## config.mk

```make
export PLATFORM = sky130hd
export DESIGN_NAME = chb_top
export DESIGN_NICKNAME = d
export VERILOG_FILES = /design/src/pkg/chb_pkg.sv /design/src/rtl/chb_sync.sv /design/src/rtl/chb_regs.sv /design/src/rtl/chb_top.sv
export SDC_FILE = /design/constraint.sdc
export NUM_CORES = 1
export LEC_CHECK = 0
export ABC_AREA = 1
export ABC_CLOCK_PERIOD_IN_PS = 5000
export BUFFER_PORTS_ARGS = -buffer_cell sky130_fd_sc_hd__buf_2
export CORE_MARGIN = 4
export CORE_UTILIZATION = 50
export DETAILED_ROUTE_END_ITERATION = 10
export HOLD_SLACK_MARGIN = 0.02
export PLACE_DENSITY = 0.67
export SKIP_LAST_GASP = 1
export SYNTH_ARGS = -nofsm -noshare
export SYNTH_HDL_FRONTEND = slang
export SYNTH_HIERARCHICAL = 1
export SYNTH_SLANG_ARGS = --single-unit
```

## constraint.sdc

```tcl
create_clock -name mclk_in -period 5 [get_ports mclk_in]
set_clock_uncertainty 0.15 [all_clocks]
set_input_delay 0.75 -clock mclk_in [delete_from_list [all_inputs] [get_ports mclk_in]]
set_output_delay 0.75 -clock mclk_in [all_outputs]
set_load 0.1 [all_outputs]
```

## src/pkg/chb_pkg.sv

```systemverilog
// constants, types and helpers shared by the charger register bank
package chb_pkg;

  // bus identity and map limits
  localparam logic [6:0] CHB_SLAVE_ADDR = 7'h6A;
  localparam logic [7:0] CHB_LAST_REG   = 8'h0C;
  localparam logic [7:0] CHB_READ_BEYOND = 8'hFF;
  localparam int         CHB_NUM_REGS   = 13;

  // register offsets
  localparam logic [3:0] CHB_OFS_INPUT_CURRENT_LIMIT = 4'h0;
  localparam logic [3:0] CHB_OFS_CHARGER_CONTROL_0   = 4'h1;
  localparam logic [3:0] CHB_OFS_CHARGE_CURRENT_LIMIT = 4'h2;
  localparam logic [3:0] CHB_OFS_PRECHARGE_TERM_LIMIT = 4'h3;
  localparam logic [3:0] CHB_OFS_BATTERY_VOLTAGE_LIMIT = 4'h4;
  localparam logic [3:0] CHB_OFS_CHARGER_CONTROL_1   = 4'h5;
  localparam logic [3:0] CHB_OFS_CHARGER_CONTROL_2   = 4'h6;
  localparam logic [3:0] CHB_OFS_CHARGER_CONTROL_3   = 4'h7;
  localparam logic [3:0] CHB_OFS_CHARGER_STATUS_0    = 4'h8;
  localparam logic [3:0] CHB_OFS_CHARGER_STATUS_1    = 4'h9;
  localparam logic [3:0] CHB_OFS_CHARGER_STATUS_2    = 4'hA;
  localparam logic [3:0] CHB_OFS_PART_INFORMATION    = 4'hB;
  localparam logic [3:0] CHB_OFS_CHARGER_CONTROL_4   = 4'hC;

  // input current limit register fields
  localparam int CHB_HIZ_BIT    = 7;
  localparam int CHB_BYPASS_BIT = 6;
  localparam int CHB_RSENSE_BIT = 5;
  localparam int CHB_ICL_MSB    = 4;
  localparam logic [4:0] CHB_ICL_CODE_500MA  = 5'h04;
  localparam logic [4:0] CHB_ICL_CODE_2400MA = 5'h17;

  // thermistor fault field inside charger status 1
  localparam int         CHB_NTC_LSB    = 0;
  localparam int         CHB_NTC_MSB    = 2;
  localparam logic [2:0] CHB_NTC_NORMAL = 3'h0;

  // reset values
  localparam logic [7:0] CHB_RST_R00 = 8'h17;
  localparam logic [7:0] CHB_RST_R01 = 8'h1A;
  localparam logic [7:0] CHB_RST_R02 = 8'h91;
  localparam logic [7:0] CHB_RST_R03 = 8'h12;
  localparam logic [7:0] CHB_RST_RXX = 8'h00;
  localparam logic       CHB_PIN_IDLE = 1'b1;

  typedef enum logic [3:0] {
    CHB_ST_IDLE      = 4'h0,
    CHB_ST_ADDR      = 4'h1,
    CHB_ST_ADDR_ACK  = 4'h2,
    CHB_ST_REG       = 4'h3,
    CHB_ST_REG_ACK   = 4'h4,
    CHB_ST_WDATA     = 4'h5,
    CHB_ST_WDATA_ACK = 4'h6,
    CHB_ST_RDATA     = 4'h7,
    CHB_ST_RDATA_ACK = 4'h8
  } chb_state_t;

  function automatic logic chb_is_ro(input logic [3:0] ofs);
    return (ofs >= CHB_OFS_CHARGER_STATUS_0) && (ofs <= CHB_OFS_PART_INFORMATION);
  endfunction

  function automatic logic [7:0] chb_rst_val(input logic [3:0] ofs);
    logic [7:0] v;
    v = CHB_RST_RXX;
    if (ofs == CHB_OFS_INPUT_CURRENT_LIMIT) v = CHB_RST_R00;
    if (ofs == CHB_OFS_CHARGER_CONTROL_0) v = CHB_RST_R01;
    if (ofs == CHB_OFS_CHARGE_CURRENT_LIMIT) v = CHB_RST_R02;
    if (ofs == CHB_OFS_PRECHARGE_TERM_LIMIT) v = CHB_RST_R03;
    return v;
  endfunction

endpackage

```

## src/rtl/chb_sync.sv

```systemverilog
// three-stage pin synchroniser with two-stage agreement filter
`timescale 1ns/1ns
module chb_sync
  import chb_pkg::*;
(
  // clock and reset
  input  wire logic mclk_in,
  input  wire logic rst_in,
  // pin and filtered level
  input  wire logic pin_in,
  output logic      level_out
);

  logic s1_q;
  logic s2_q;
  logic s3_q;

  always_ff @(posedge mclk_in) begin
    if (rst_in) begin
      s1_q <= CHB_PIN_IDLE;
      s2_q <= CHB_PIN_IDLE;
      s3_q <= CHB_PIN_IDLE;
    end else begin
      s1_q <= pin_in;
      s2_q <= s1_q;
      s3_q <= s2_q;
    end
  end

  // change counts only once the later two stages agree
  always_ff @(posedge mclk_in) begin
    if (rst_in) begin
      level_out <= CHB_PIN_IDLE;
    end else if (s2_q == s3_q) begin
      level_out <= s3_q;
    end
  end

endmodule

```

## src/rtl/chb_regs.sv

```systemverilog
// storage of the read/write registers and automatic field updates
`timescale 1ns/1ns
module chb_regs
  import chb_pkg::*;
(
  // clock and reset
  input  wire logic        mclk_in,
  input  wire logic        rst_in,
  // device events
  input  wire logic        reg_reset_in,
  input  wire logic        watchdog_expired_in,
  input  wire logic        src_detect_done_in,
  input  wire logic        src_select_high_in,
  input  wire logic        sense_done_in,
  input  wire logic        sense_absent_in,
  // write port
  input  wire logic        wr_en_in,
  input  wire logic [3:0]  wr_addr_in,
  input  wire logic [7:0]  wr_data_in,
  // register contents
  output logic [7:0]       bank_out [CHB_NUM_REGS],
  output logic             sense_detect_start_out
);

  logic [7:0] bank_q [CHB_NUM_REGS];

  // later assignments win: device updates override a same-cycle host write
  always_ff @(posedge mclk_in) begin
    if (rst_in || reg_reset_in) begin
      for (int i = 0; i < CHB_NUM_REGS; i++) begin
        bank_q[i] <= chb_rst_val(4'(i));
      end
    end else begin
      if (wr_en_in && (wr_addr_in <= CHB_LAST_REG[3:0]) && !chb_is_ro(wr_addr_in)) begin
        bank_q[wr_addr_in] <= wr_data_in;
      end
      if (watchdog_expired_in) begin
        bank_q[CHB_OFS_INPUT_CURRENT_LIMIT][CHB_HIZ_BIT] <= 1'b0;
      end
      if (sense_done_in) begin
        bank_q[CHB_OFS_INPUT_CURRENT_LIMIT][CHB_RSENSE_BIT] <= sense_absent_in;
      end
      if (src_detect_done_in) begin
        bank_q[CHB_OFS_INPUT_CURRENT_LIMIT][CHB_ICL_MSB:0] <=
          src_select_high_in ? CHB_ICL_CODE_500MA : CHB_ICL_CODE_2400MA;
      end
    end
  end

  // host clearing the disable bit asks for a fresh detection
  always_ff @(posedge mclk_in) begin
    if (rst_in) begin
      sense_detect_start_out <= 1'b0;
    end else begin
      sense_detect_start_out <= wr_en_in && !reg_reset_in
        && (wr_addr_in == CHB_OFS_INPUT_CURRENT_LIMIT)
        && !wr_data_in[CHB_RSENSE_BIT];
    end
  end

  always_comb begin
    for (int i = 0; i < CHB_NUM_REGS; i++) begin
      bank_out[i] = bank_q[i];
    end
  end

endmodule

```

## src/rtl/chb_top.sv

```systemverilog
// serial-bus slave and register bank of the single-cell charger
`timescale 1ns/1ns
module chb_top
  import chb_pkg::*;
(
  // clock and reset
  input  wire logic        mclk_in,
  input  wire logic        rst_in,
  // serial bus pins
  input  wire logic        scl_in,
  input  wire logic        sda_in,
  output logic             sda_out,
  output logic             sda_oe_out,
  // source detection
  input  wire logic        src_select_in,
  input  wire logic        src_detect_done_in,
  // remote sense detection
  input  wire logic        sense_done_in,
  input  wire logic        sense_absent_in,
  output logic             sense_detect_start_out,
  // resets from the charger core
  input  wire logic        reg_reset_in,
  input  wire logic        watchdog_expired_in,
  // thermistor
  input  wire logic        thermistor_ok_in,
  input  wire logic [2:0]  thermistor_fault_field_in,
  output logic             charge_thermistor_good_out,
  // status sources
  input  wire logic [7:0]  status_0_in,
  input  wire logic [7:0]  status_1_in,
  input  wire logic [7:0]  status_2_in,
  input  wire logic [7:0]  part_info_in,
  // configuration towards the charger core
  output logic             high_impedance_enable_out,
  output logic             thermistor_bypass_out,
  output logic             remote_sense_disable_out,
  output logic             regulate_remote_sense_out,
  output logic [4:0]       input_current_limit_code_out,
  output logic [63:0]      control_bank_out,
  output logic             bus_busy_out
);

  logic             scl_f;
  logic             sda_f;
  logic             src_high_f;
  logic             scl_p_q;
  logic             sda_p_q;
  logic             rise;
  logic             fall;
  logic             start_c;
  logic             stop_c;
  chb_state_t       state_q;
  logic [2:0]       cnt_q;
  logic [7:0]       shift_q;
  logic [7:0]       byte_c;
  logic [7:0]       ptr_q;
  logic [7:0]       tx_q;
  logic [7:0]       rd_data_c;
  logic             rd_mode_q;
  logic             ack_q;
  logic             wr_en_q;
  logic [3:0]       wr_addr_q;
  logic [7:0]       wr_data_q;
  logic [7:0]       bank [CHB_NUM_REGS];
  logic [7:0]       input_current_limit;
  logic [7:0]       status_1_c;

  chb_sync u_sync_scl (
    .mclk_in   (mclk_in),
    .rst_in    (rst_in),
    .pin_in    (scl_in),
    .level_out (scl_f)
  );

  chb_sync u_sync_sda (
    .mclk_in   (mclk_in),
    .rst_in    (rst_in),
    .pin_in    (sda_in),
    .level_out (sda_f)
  );

  chb_sync u_sync_psel (
    .mclk_in   (mclk_in),
    .rst_in    (rst_in),
    .pin_in    (src_select_in),
    .level_out (src_high_f)
  );

  chb_regs u_regs (
    .mclk_in                (mclk_in),
    .rst_in                 (rst_in),
    .reg_reset_in           (reg_reset_in),
    .watchdog_expired_in    (watchdog_expired_in),
    .src_detect_done_in     (src_detect_done_in),
    .src_select_high_in     (src_high_f),
    .sense_done_in          (sense_done_in),
    .sense_absent_in        (sense_absent_in),
    .wr_en_in               (wr_en_q),
    .wr_addr_in             (wr_addr_q),
    .wr_data_in             (wr_data_q),
    .bank_out               (bank),
    .sense_detect_start_out (sense_detect_start_out)
  );

  assign input_current_limit = bank[CHB_OFS_INPUT_CURRENT_LIMIT];

  // bus line events from filtered levels
  always_ff @(posedge mclk_in) begin
    if (rst_in) begin
      scl_p_q <= CHB_PIN_IDLE;
      sda_p_q <= CHB_PIN_IDLE;
    end else begin
      scl_p_q <= scl_f;
      sda_p_q <= sda_f;
    end
  end

  assign rise    = scl_f && !scl_p_q;
  assign fall    = !scl_f && scl_p_q;
  assign start_c = scl_f && scl_p_q && sda_p_q && !sda_f;
  assign stop_c  = scl_f && scl_p_q && !sda_p_q && sda_f;
  assign byte_c  = {shift_q[6:0], sda_f};

  // fault field reads normal while the thermistor is bypassed
  always_comb begin
    status_1_c = status_1_in;
    status_1_c[CHB_NTC_MSB:CHB_NTC_LSB] =
      input_current_limit[CHB_BYPASS_BIT] ? CHB_NTC_NORMAL : thermistor_fault_field_in;
  end

  // read data for the current pointer
  always_comb begin
    rd_data_c = CHB_READ_BEYOND;
    if (ptr_q > CHB_LAST_REG) begin
      rd_data_c = CHB_READ_BEYOND;
    end else begin
      unique case (ptr_q[3:0])
        CHB_OFS_CHARGER_STATUS_0: rd_data_c = status_0_in;
        CHB_OFS_CHARGER_STATUS_1: rd_data_c = status_1_c;
        CHB_OFS_CHARGER_STATUS_2: rd_data_c = status_2_in;
        CHB_OFS_PART_INFORMATION: rd_data_c = part_info_in;
        default:                  rd_data_c = bank[ptr_q[3:0]];
      endcase
    end
  end

  // transfer sequencing, acted on at each clock-line rise
  always_ff @(posedge mclk_in) begin
    if (rst_in) begin
      state_q   <= CHB_ST_IDLE;
      cnt_q     <= 3'h0;
      shift_q   <= 8'h00;
      ptr_q     <= 8'h00;
      tx_q      <= 8'h00;
      rd_mode_q <= 1'b0;
      ack_q     <= 1'b0;
      wr_en_q   <= 1'b0;
      wr_addr_q <= 4'h0;
      wr_data_q <= 8'h00;
    end else begin
      wr_en_q <= 1'b0;
      if (start_c) begin
        state_q <= CHB_ST_ADDR;
        cnt_q   <= 3'h0;
      end else if (stop_c) begin
        state_q <= CHB_ST_IDLE;
      end else if (rise) begin
        unique case (state_q)
          CHB_ST_IDLE: begin
          end
          CHB_ST_ADDR: begin
            shift_q <= byte_c;
            cnt_q   <= cnt_q + 3'h1;
            if (cnt_q == 3'h7) begin
              ack_q     <= (byte_c[7:1] == CHB_SLAVE_ADDR);
              rd_mode_q <= byte_c[0];
              state_q   <= CHB_ST_ADDR_ACK;
            end
          end
          CHB_ST_REG: begin
            shift_q <= byte_c;
            cnt_q   <= cnt_q + 3'h1;
            if (cnt_q == 3'h7) begin
              ptr_q   <= byte_c;
              ack_q   <= (byte_c <= CHB_LAST_REG);
              state_q <= CHB_ST_REG_ACK;
            end
          end
          CHB_ST_WDATA: begin
            shift_q <= byte_c;
            cnt_q   <= cnt_q + 3'h1;
            if (cnt_q == 3'h7) begin
              ack_q     <= (ptr_q <= CHB_LAST_REG);
              wr_en_q   <= (ptr_q <= CHB_LAST_REG);
              wr_addr_q <= ptr_q[3:0];
              wr_data_q <= byte_c;
              state_q   <= CHB_ST_WDATA_ACK;
            end
          end
          CHB_ST_ADDR_ACK: begin
            cnt_q <= 3'h0;
            if (!ack_q) begin
              state_q <= CHB_ST_IDLE;
            end else if (rd_mode_q) begin
              tx_q    <= rd_data_c;
              state_q <= CHB_ST_RDATA;
            end else begin
              state_q <= CHB_ST_REG;
            end
          end
          CHB_ST_REG_ACK: begin
            cnt_q   <= 3'h0;
            state_q <= ack_q ? CHB_ST_WDATA : CHB_ST_IDLE;
          end
          CHB_ST_WDATA_ACK: begin
            cnt_q   <= 3'h0;
            ptr_q   <= (ptr_q == 8'hFF) ? ptr_q : ptr_q + 8'h01;
            state_q <= ack_q ? CHB_ST_WDATA : CHB_ST_IDLE;
          end
          CHB_ST_RDATA: begin
            tx_q  <= {tx_q[6:0], 1'b0};
            cnt_q <= cnt_q + 3'h1;
            if (cnt_q == 3'h7) begin
              ptr_q   <= (ptr_q == 8'hFF) ? ptr_q : ptr_q + 8'h01;
              state_q <= CHB_ST_RDATA_ACK;
            end
          end
          CHB_ST_RDATA_ACK: begin
            cnt_q <= 3'h0;
            if (!sda_f) begin
              tx_q    <= rd_data_c;
              state_q <= CHB_ST_RDATA;
            end else begin
              state_q <= CHB_ST_IDLE;
            end
          end
          default: begin
            state_q <= CHB_ST_IDLE;
          end
        endcase
      end
    end
  end

  // data line drive, changed at clock-line falls; start and stop release it with the clock line high
  always_ff @(posedge mclk_in) begin
    if (rst_in) begin
      sda_oe_out <= 1'b0;
    end else if (start_c || stop_c) begin
      sda_oe_out <= 1'b0;
    end else if (fall) begin
      unique case (state_q)
        CHB_ST_ADDR_ACK:  sda_oe_out <= ack_q;
        CHB_ST_REG_ACK:   sda_oe_out <= ack_q;
        CHB_ST_WDATA_ACK: sda_oe_out <= ack_q;
        CHB_ST_RDATA:     sda_oe_out <= !tx_q[7];
        default:          sda_oe_out <= 1'b0;
      endcase
    end
  end

  // open-drain: only ever drives low
  always_ff @(posedge mclk_in) begin
    sda_out <= 1'b0;
  end

  always_ff @(posedge mclk_in) begin
    if (rst_in) begin
      bus_busy_out <= 1'b0;
    end else if (start_c) begin
      bus_busy_out <= 1'b1;
    end else if (stop_c) begin
      bus_busy_out <= 1'b0;
    end
  end

  // configuration fields towards the charger core
  always_ff @(posedge mclk_in) begin
    if (rst_in) begin
      high_impedance_enable_out    <= CHB_RST_R00[CHB_HIZ_BIT];
      thermistor_bypass_out        <= CHB_RST_R00[CHB_BYPASS_BIT];
      remote_sense_disable_out     <= CHB_RST_R00[CHB_RSENSE_BIT];
      regulate_remote_sense_out    <= !CHB_RST_R00[CHB_RSENSE_BIT];
      input_current_limit_code_out <= CHB_RST_R00[CHB_ICL_MSB:0];
      charge_thermistor_good_out   <= 1'b0;
    end else begin
      high_impedance_enable_out    <= input_current_limit[CHB_HIZ_BIT];
      thermistor_bypass_out        <= input_current_limit[CHB_BYPASS_BIT];
      remote_sense_disable_out     <= input_current_limit[CHB_RSENSE_BIT];
      regulate_remote_sense_out    <= !input_current_limit[CHB_RSENSE_BIT];
      input_current_limit_code_out <= input_current_limit[CHB_ICL_MSB:0];
      charge_thermistor_good_out   <= input_current_limit[CHB_BYPASS_BIT] || thermistor_ok_in;
    end
  end

  // read/write control registers 01h-07h then 0Ch, lowest offset in low byte
  always_ff @(posedge mclk_in) begin
    if (rst_in) begin
      control_bank_out <= {CHB_RST_RXX, CHB_RST_RXX, CHB_RST_RXX, CHB_RST_RXX,
                           CHB_RST_RXX, CHB_RST_R03, CHB_RST_R02, CHB_RST_R01};
    end else begin
      control_bank_out <= {bank[CHB_OFS_CHARGER_CONTROL_4],
                           bank[CHB_OFS_CHARGER_CONTROL_3],
                           bank[CHB_OFS_CHARGER_CONTROL_2],
                           bank[CHB_OFS_CHARGER_CONTROL_1],
                           bank[CHB_OFS_BATTERY_VOLTAGE_LIMIT],
                           bank[CHB_OFS_PRECHARGE_TERM_LIMIT],
                           bank[CHB_OFS_CHARGE_CURRENT_LIMIT],
                           bank[CHB_OFS_CHARGER_CONTROL_0]};
    end
  end

endmodule

```

==> results.sh <==
export IMPL_critPathRequiredTime_ps=5240
export IMPL_rsz0062_at_grt="no"
export IMPL_criticalPathCategory="in -> reg"
export IMPL_hold_start="u_sync_psel/s1_q$_SDFF_PP1_"
export IMPL_vdd_drop_max_uv=302
export IMPL_grt_pass1_vias=7497
export IMPL_final_cell_mix="nand2_1 (314), nor2_1 (186), inv_1 (156), dfxtp_1 (135), buf_2 (119)"
export IMPL_hp_class="reg -> reg"
export IMPL_timing_final_ws_setup_ps=2100
export IMPL_worst_r2r_cell_count=9
export IMPL_max_stage_delay_ps=800
export IMPL_clk_latency_ps=530
export IMPL_drt_wirelength_per_cell_um=14.8
export IMPL_place_ws_ps=1580
export IMPL_cp_top_family="buffers and inverters"
export IMPL_synth_cell_type_count=37
export IMPL_start_kind="input port"
export IMPL_root_buffer="clkbuf_16"
export IMPL_path_depth=7
export IMPL_postCtsSetupBuffers=0
export IMPL_gp_congestion=0.883
export IMPL_worstMarginPinSlew_ps=1120
export IMPL_end_kind="register"
export IMPL_htreeDepth=1
export IMPL_cts_buffers=25
export IMPL_min_to="u_sync_psel/s2_q$_SDFF_PP1_"
export IMPL_grt_pass1_wl_um=38000
export IMPL_die_y_um=150
export IMPL_hold_violations=0
export IMPL_slew_viol_final=0
export IMPL_status="finished clean"
export IMPL_leakage_nw=5.36
export IMPL_r2r_end="tx_q[5]$_SDFFE_PP0P_"
export IMPL_area_growth_pct=16.9
export IMPL_final_antenna_net_count=0
export IMPL_yosys_warnings=6
export IMPL_layout_min_cycle_time_ps=2900
export IMPL_io_pins=124
export IMPL_crit_chain="buf_2 -> buf_4 -> inv_1 -> nand2_1 -> nor2_1 -> o21ai_0 -> a21oi_1"
export IMPL_coreArea_mm2=0.0197
export IMPL_yosysSeqAreaShare=0.579
export IMPL_timing_final_crit_share=0.579
export IMPL_finalCoreUtilization=0.601
export IMPL_n_antenna_cell=0
export IMPL_reg2reg_from="ptr_q[1]$_SDFFE_PP0P_"
export IMPL_via_per_inst=4.92
export IMPL_hold_depth=1
export IMPL_p_per_area_mw_per_mm2=364
export IMPL_crit_arrival_ps=3140
export IMPL_syn_inst=1222
export IMPL_layout_drive_gt1_share=0.146
export IMPL_clockBufferDepth=3
export IMPL_die_w_um=150
export IMPL_dr_pass1_iters=5
export IMPL_cpMaxStageDelayCell="inv_1"
export IMPL_grt_usage=0.213
export IMPL_routed_wl_um=24400
export IMPL_r2r_slack_ps=2240
export IMPL_cts_tree="done"
export IMPL_dp_hpwl_um=16700
export IMPL_syn_cell_area_mm2=0.0101
export IMPL_fin_setup_tns_ps=0
export IMPL_portBuffers=119
export IMPL_initialDrtViolationCount=672
export IMPL_maxCapViolations=0
export IMPL_setup_viol=0
export IMPL_antenna_found_initial=0
export IMPL_clkSinkCount=240
export IMPL_avgSynthCellArea_um2=8.27
export IMPL_grt_max_degree=90
export IMPL_start_util=0.514
export IMPL_worstPathMaxFanout=89
export IMPL_dr_total_vias=8061
export IMPL_die_area_mm2=0.0225
export IMPL_nets=1408
export IMPL_fin_cells=1640
export IMPL_synth_seq_cells=240
export IMPL_hold_buffers=0
export IMPL_path_buf_inv=3
export IMPL_slew_headroom=0.251
export IMPL_num_rows=51
export IMPL_placed_cells=1594
export IMPL_ctsResizeCount=0
export IMPL_timing_fmax_ghz=0.345
export IMPL_route_detailed_drc=0
export IMPL_layout_commonest_cell="nand2_1"
export IMPL_cts_clk_slew_worst_paths_ps=60
export IMPL_grt_overflow=0
export IMPL_whs_ps=257
## stage by stage
| stage | area [um2] | total power [mW] |
|---|---|---|
| floorplan | 10200 | 2.44 |
| CTS | 11800 | 4.33 |
| global route | 11800 | 4.43 |
| detailed placement | 11000 | 2.51 |
| finish | 11800 | 4.29 |
| global placement | 11000 | 2.51 |
## cells in the mapped netlist
master / number / share of area
nand2_1: 314 / 0.12
nor2_1: 187 / 0.069
inv_1: 156 / 0.058
dfxtp_1: 136 / 0.27
edfxtp_1: 104 / 0.31
nand3_1: 104 / 0.052
a21oi_1: 40 / 0.020
o21ai_0: 37 / 0.018
clkbuf_1: 27 / 0.010
nand4_1: 18 / 0.011
buf_2: 14 / 0.0069
inv_2: 10 / 0.0037
or2_1: 9 / 0.0056
clkinv_1: 7 / 0.0026
nor2_4: 7 / 0.0078
nor3_1: 7 / 0.0035
ha_1: 6 / 0.0074
nor2_2: 6 / 0.0037
buf_1: 3 / 0.0011
buf_4: 3 / 0.0022
nand2_2: 3 / 0.0019
nand3_2: 3 / 0.0030
nor3_2: 3 / 0.0030
conb_1: 2 / 0.00074
o211ai_1: 2 / 0.0015
o21ai_1: 2 / 0.00099
xor2_1: 2 / 0.0017
a311oi_1: 1 / 0.00087
and3_1: 1 / 0.00062
buf_6: 1 / 0.0011
nand3_4: 1 / 0.0017
nand3b_1: 1 / 0.00074
nor3b_1: 1 / 0.00074
nor4_1: 1 / 0.00062
o21a_1: 1 / 0.00074
o221a_2: 1 / 0.0011
o22ai_1: 1 / 0.00062
## power breakdown
group,leakage (nW),internal (mW),switching (mW)
Clock,0.416,1.08,0.743
Combinational,2.74,0.0557,0.271
Sequential,2.20,2.12,0.0216
## state kept, by name, indices dropped and copies added (netlist names), 3 cells and up
name,count
u_regs/bank_q,104
control_bank_out,64
ptr_q,8
tx_q,8
wr_data_q,8
shift_q,7
input_current_limit_code_out,5
state_q,4
wr_addr_q,4
cnt_q,3
## how the worst max path moves through the flow
| stage | start | end | slack [ps] |
|---|---|---|---|
| after floorplan | rst_in | u_regs/bank_q[12][0]$_SDFFCE_PN0P_ | 2950 |
| after global placement | rst_in | state_q[3]$_SDFFE_PP0P_ | 1610 |
| after detailed placement | rst_in | state_q[3]$_SDFFE_PP0P_ | 1580 |
| after CTS | rst_in | state_q[3]$_SDFFE_PP0P_ | 2090 |
| after global routing | rst_in | state_q[3]$_SDFFE_PP0P_ | 1850 |
| final | rst_in | state_q[3]$_SDFFE_PP0P_ | 2100 |
## kinds of logic after synthesis
family,after synthesis,synth area share
other,2,0.000743
and+or+nand+nor,666,0.282
xor gates and xnor gates,2,0.00173
buffers and inverters,221,0.0857
DFF,240,0.579
AOI/OAI and AO/OA,85,0.0440
adders and majority gates,6,0.00743
## area by class of cell
type                       count  area, um2
fill                        1850       7850
multi-input combinational    792       3510
tap                          265        332
clock buffer                  37        782
sequential                   240       5850
timing repair buffer         124        633
clock inverter                 9       48.8
inverter                     173        649
## per-layer routing
metal / part of all wire / global-route usage / vias up
met5: 0 / 0 / -
li1: - / - / 4084
met2: 0.46 / 0.350 / 248
met1: 0.44 / 0.290 / 3680
met4: 0.030 / 0.0723 / 0
met3: 0.069 / 0.0325 / 49
## worst register-to-register path: stages, from the launching register on
cell and delay, ps:
dfxtp_1 330, clkinv_1 780, ha_1 540, inv_1 90
a21oi_1 70, nor3_2 340, nand2_1 120, nand2_1 80
nand2_1 60, a21oi_1 120
Note: power is estimated with default switching activity, not from simulation.
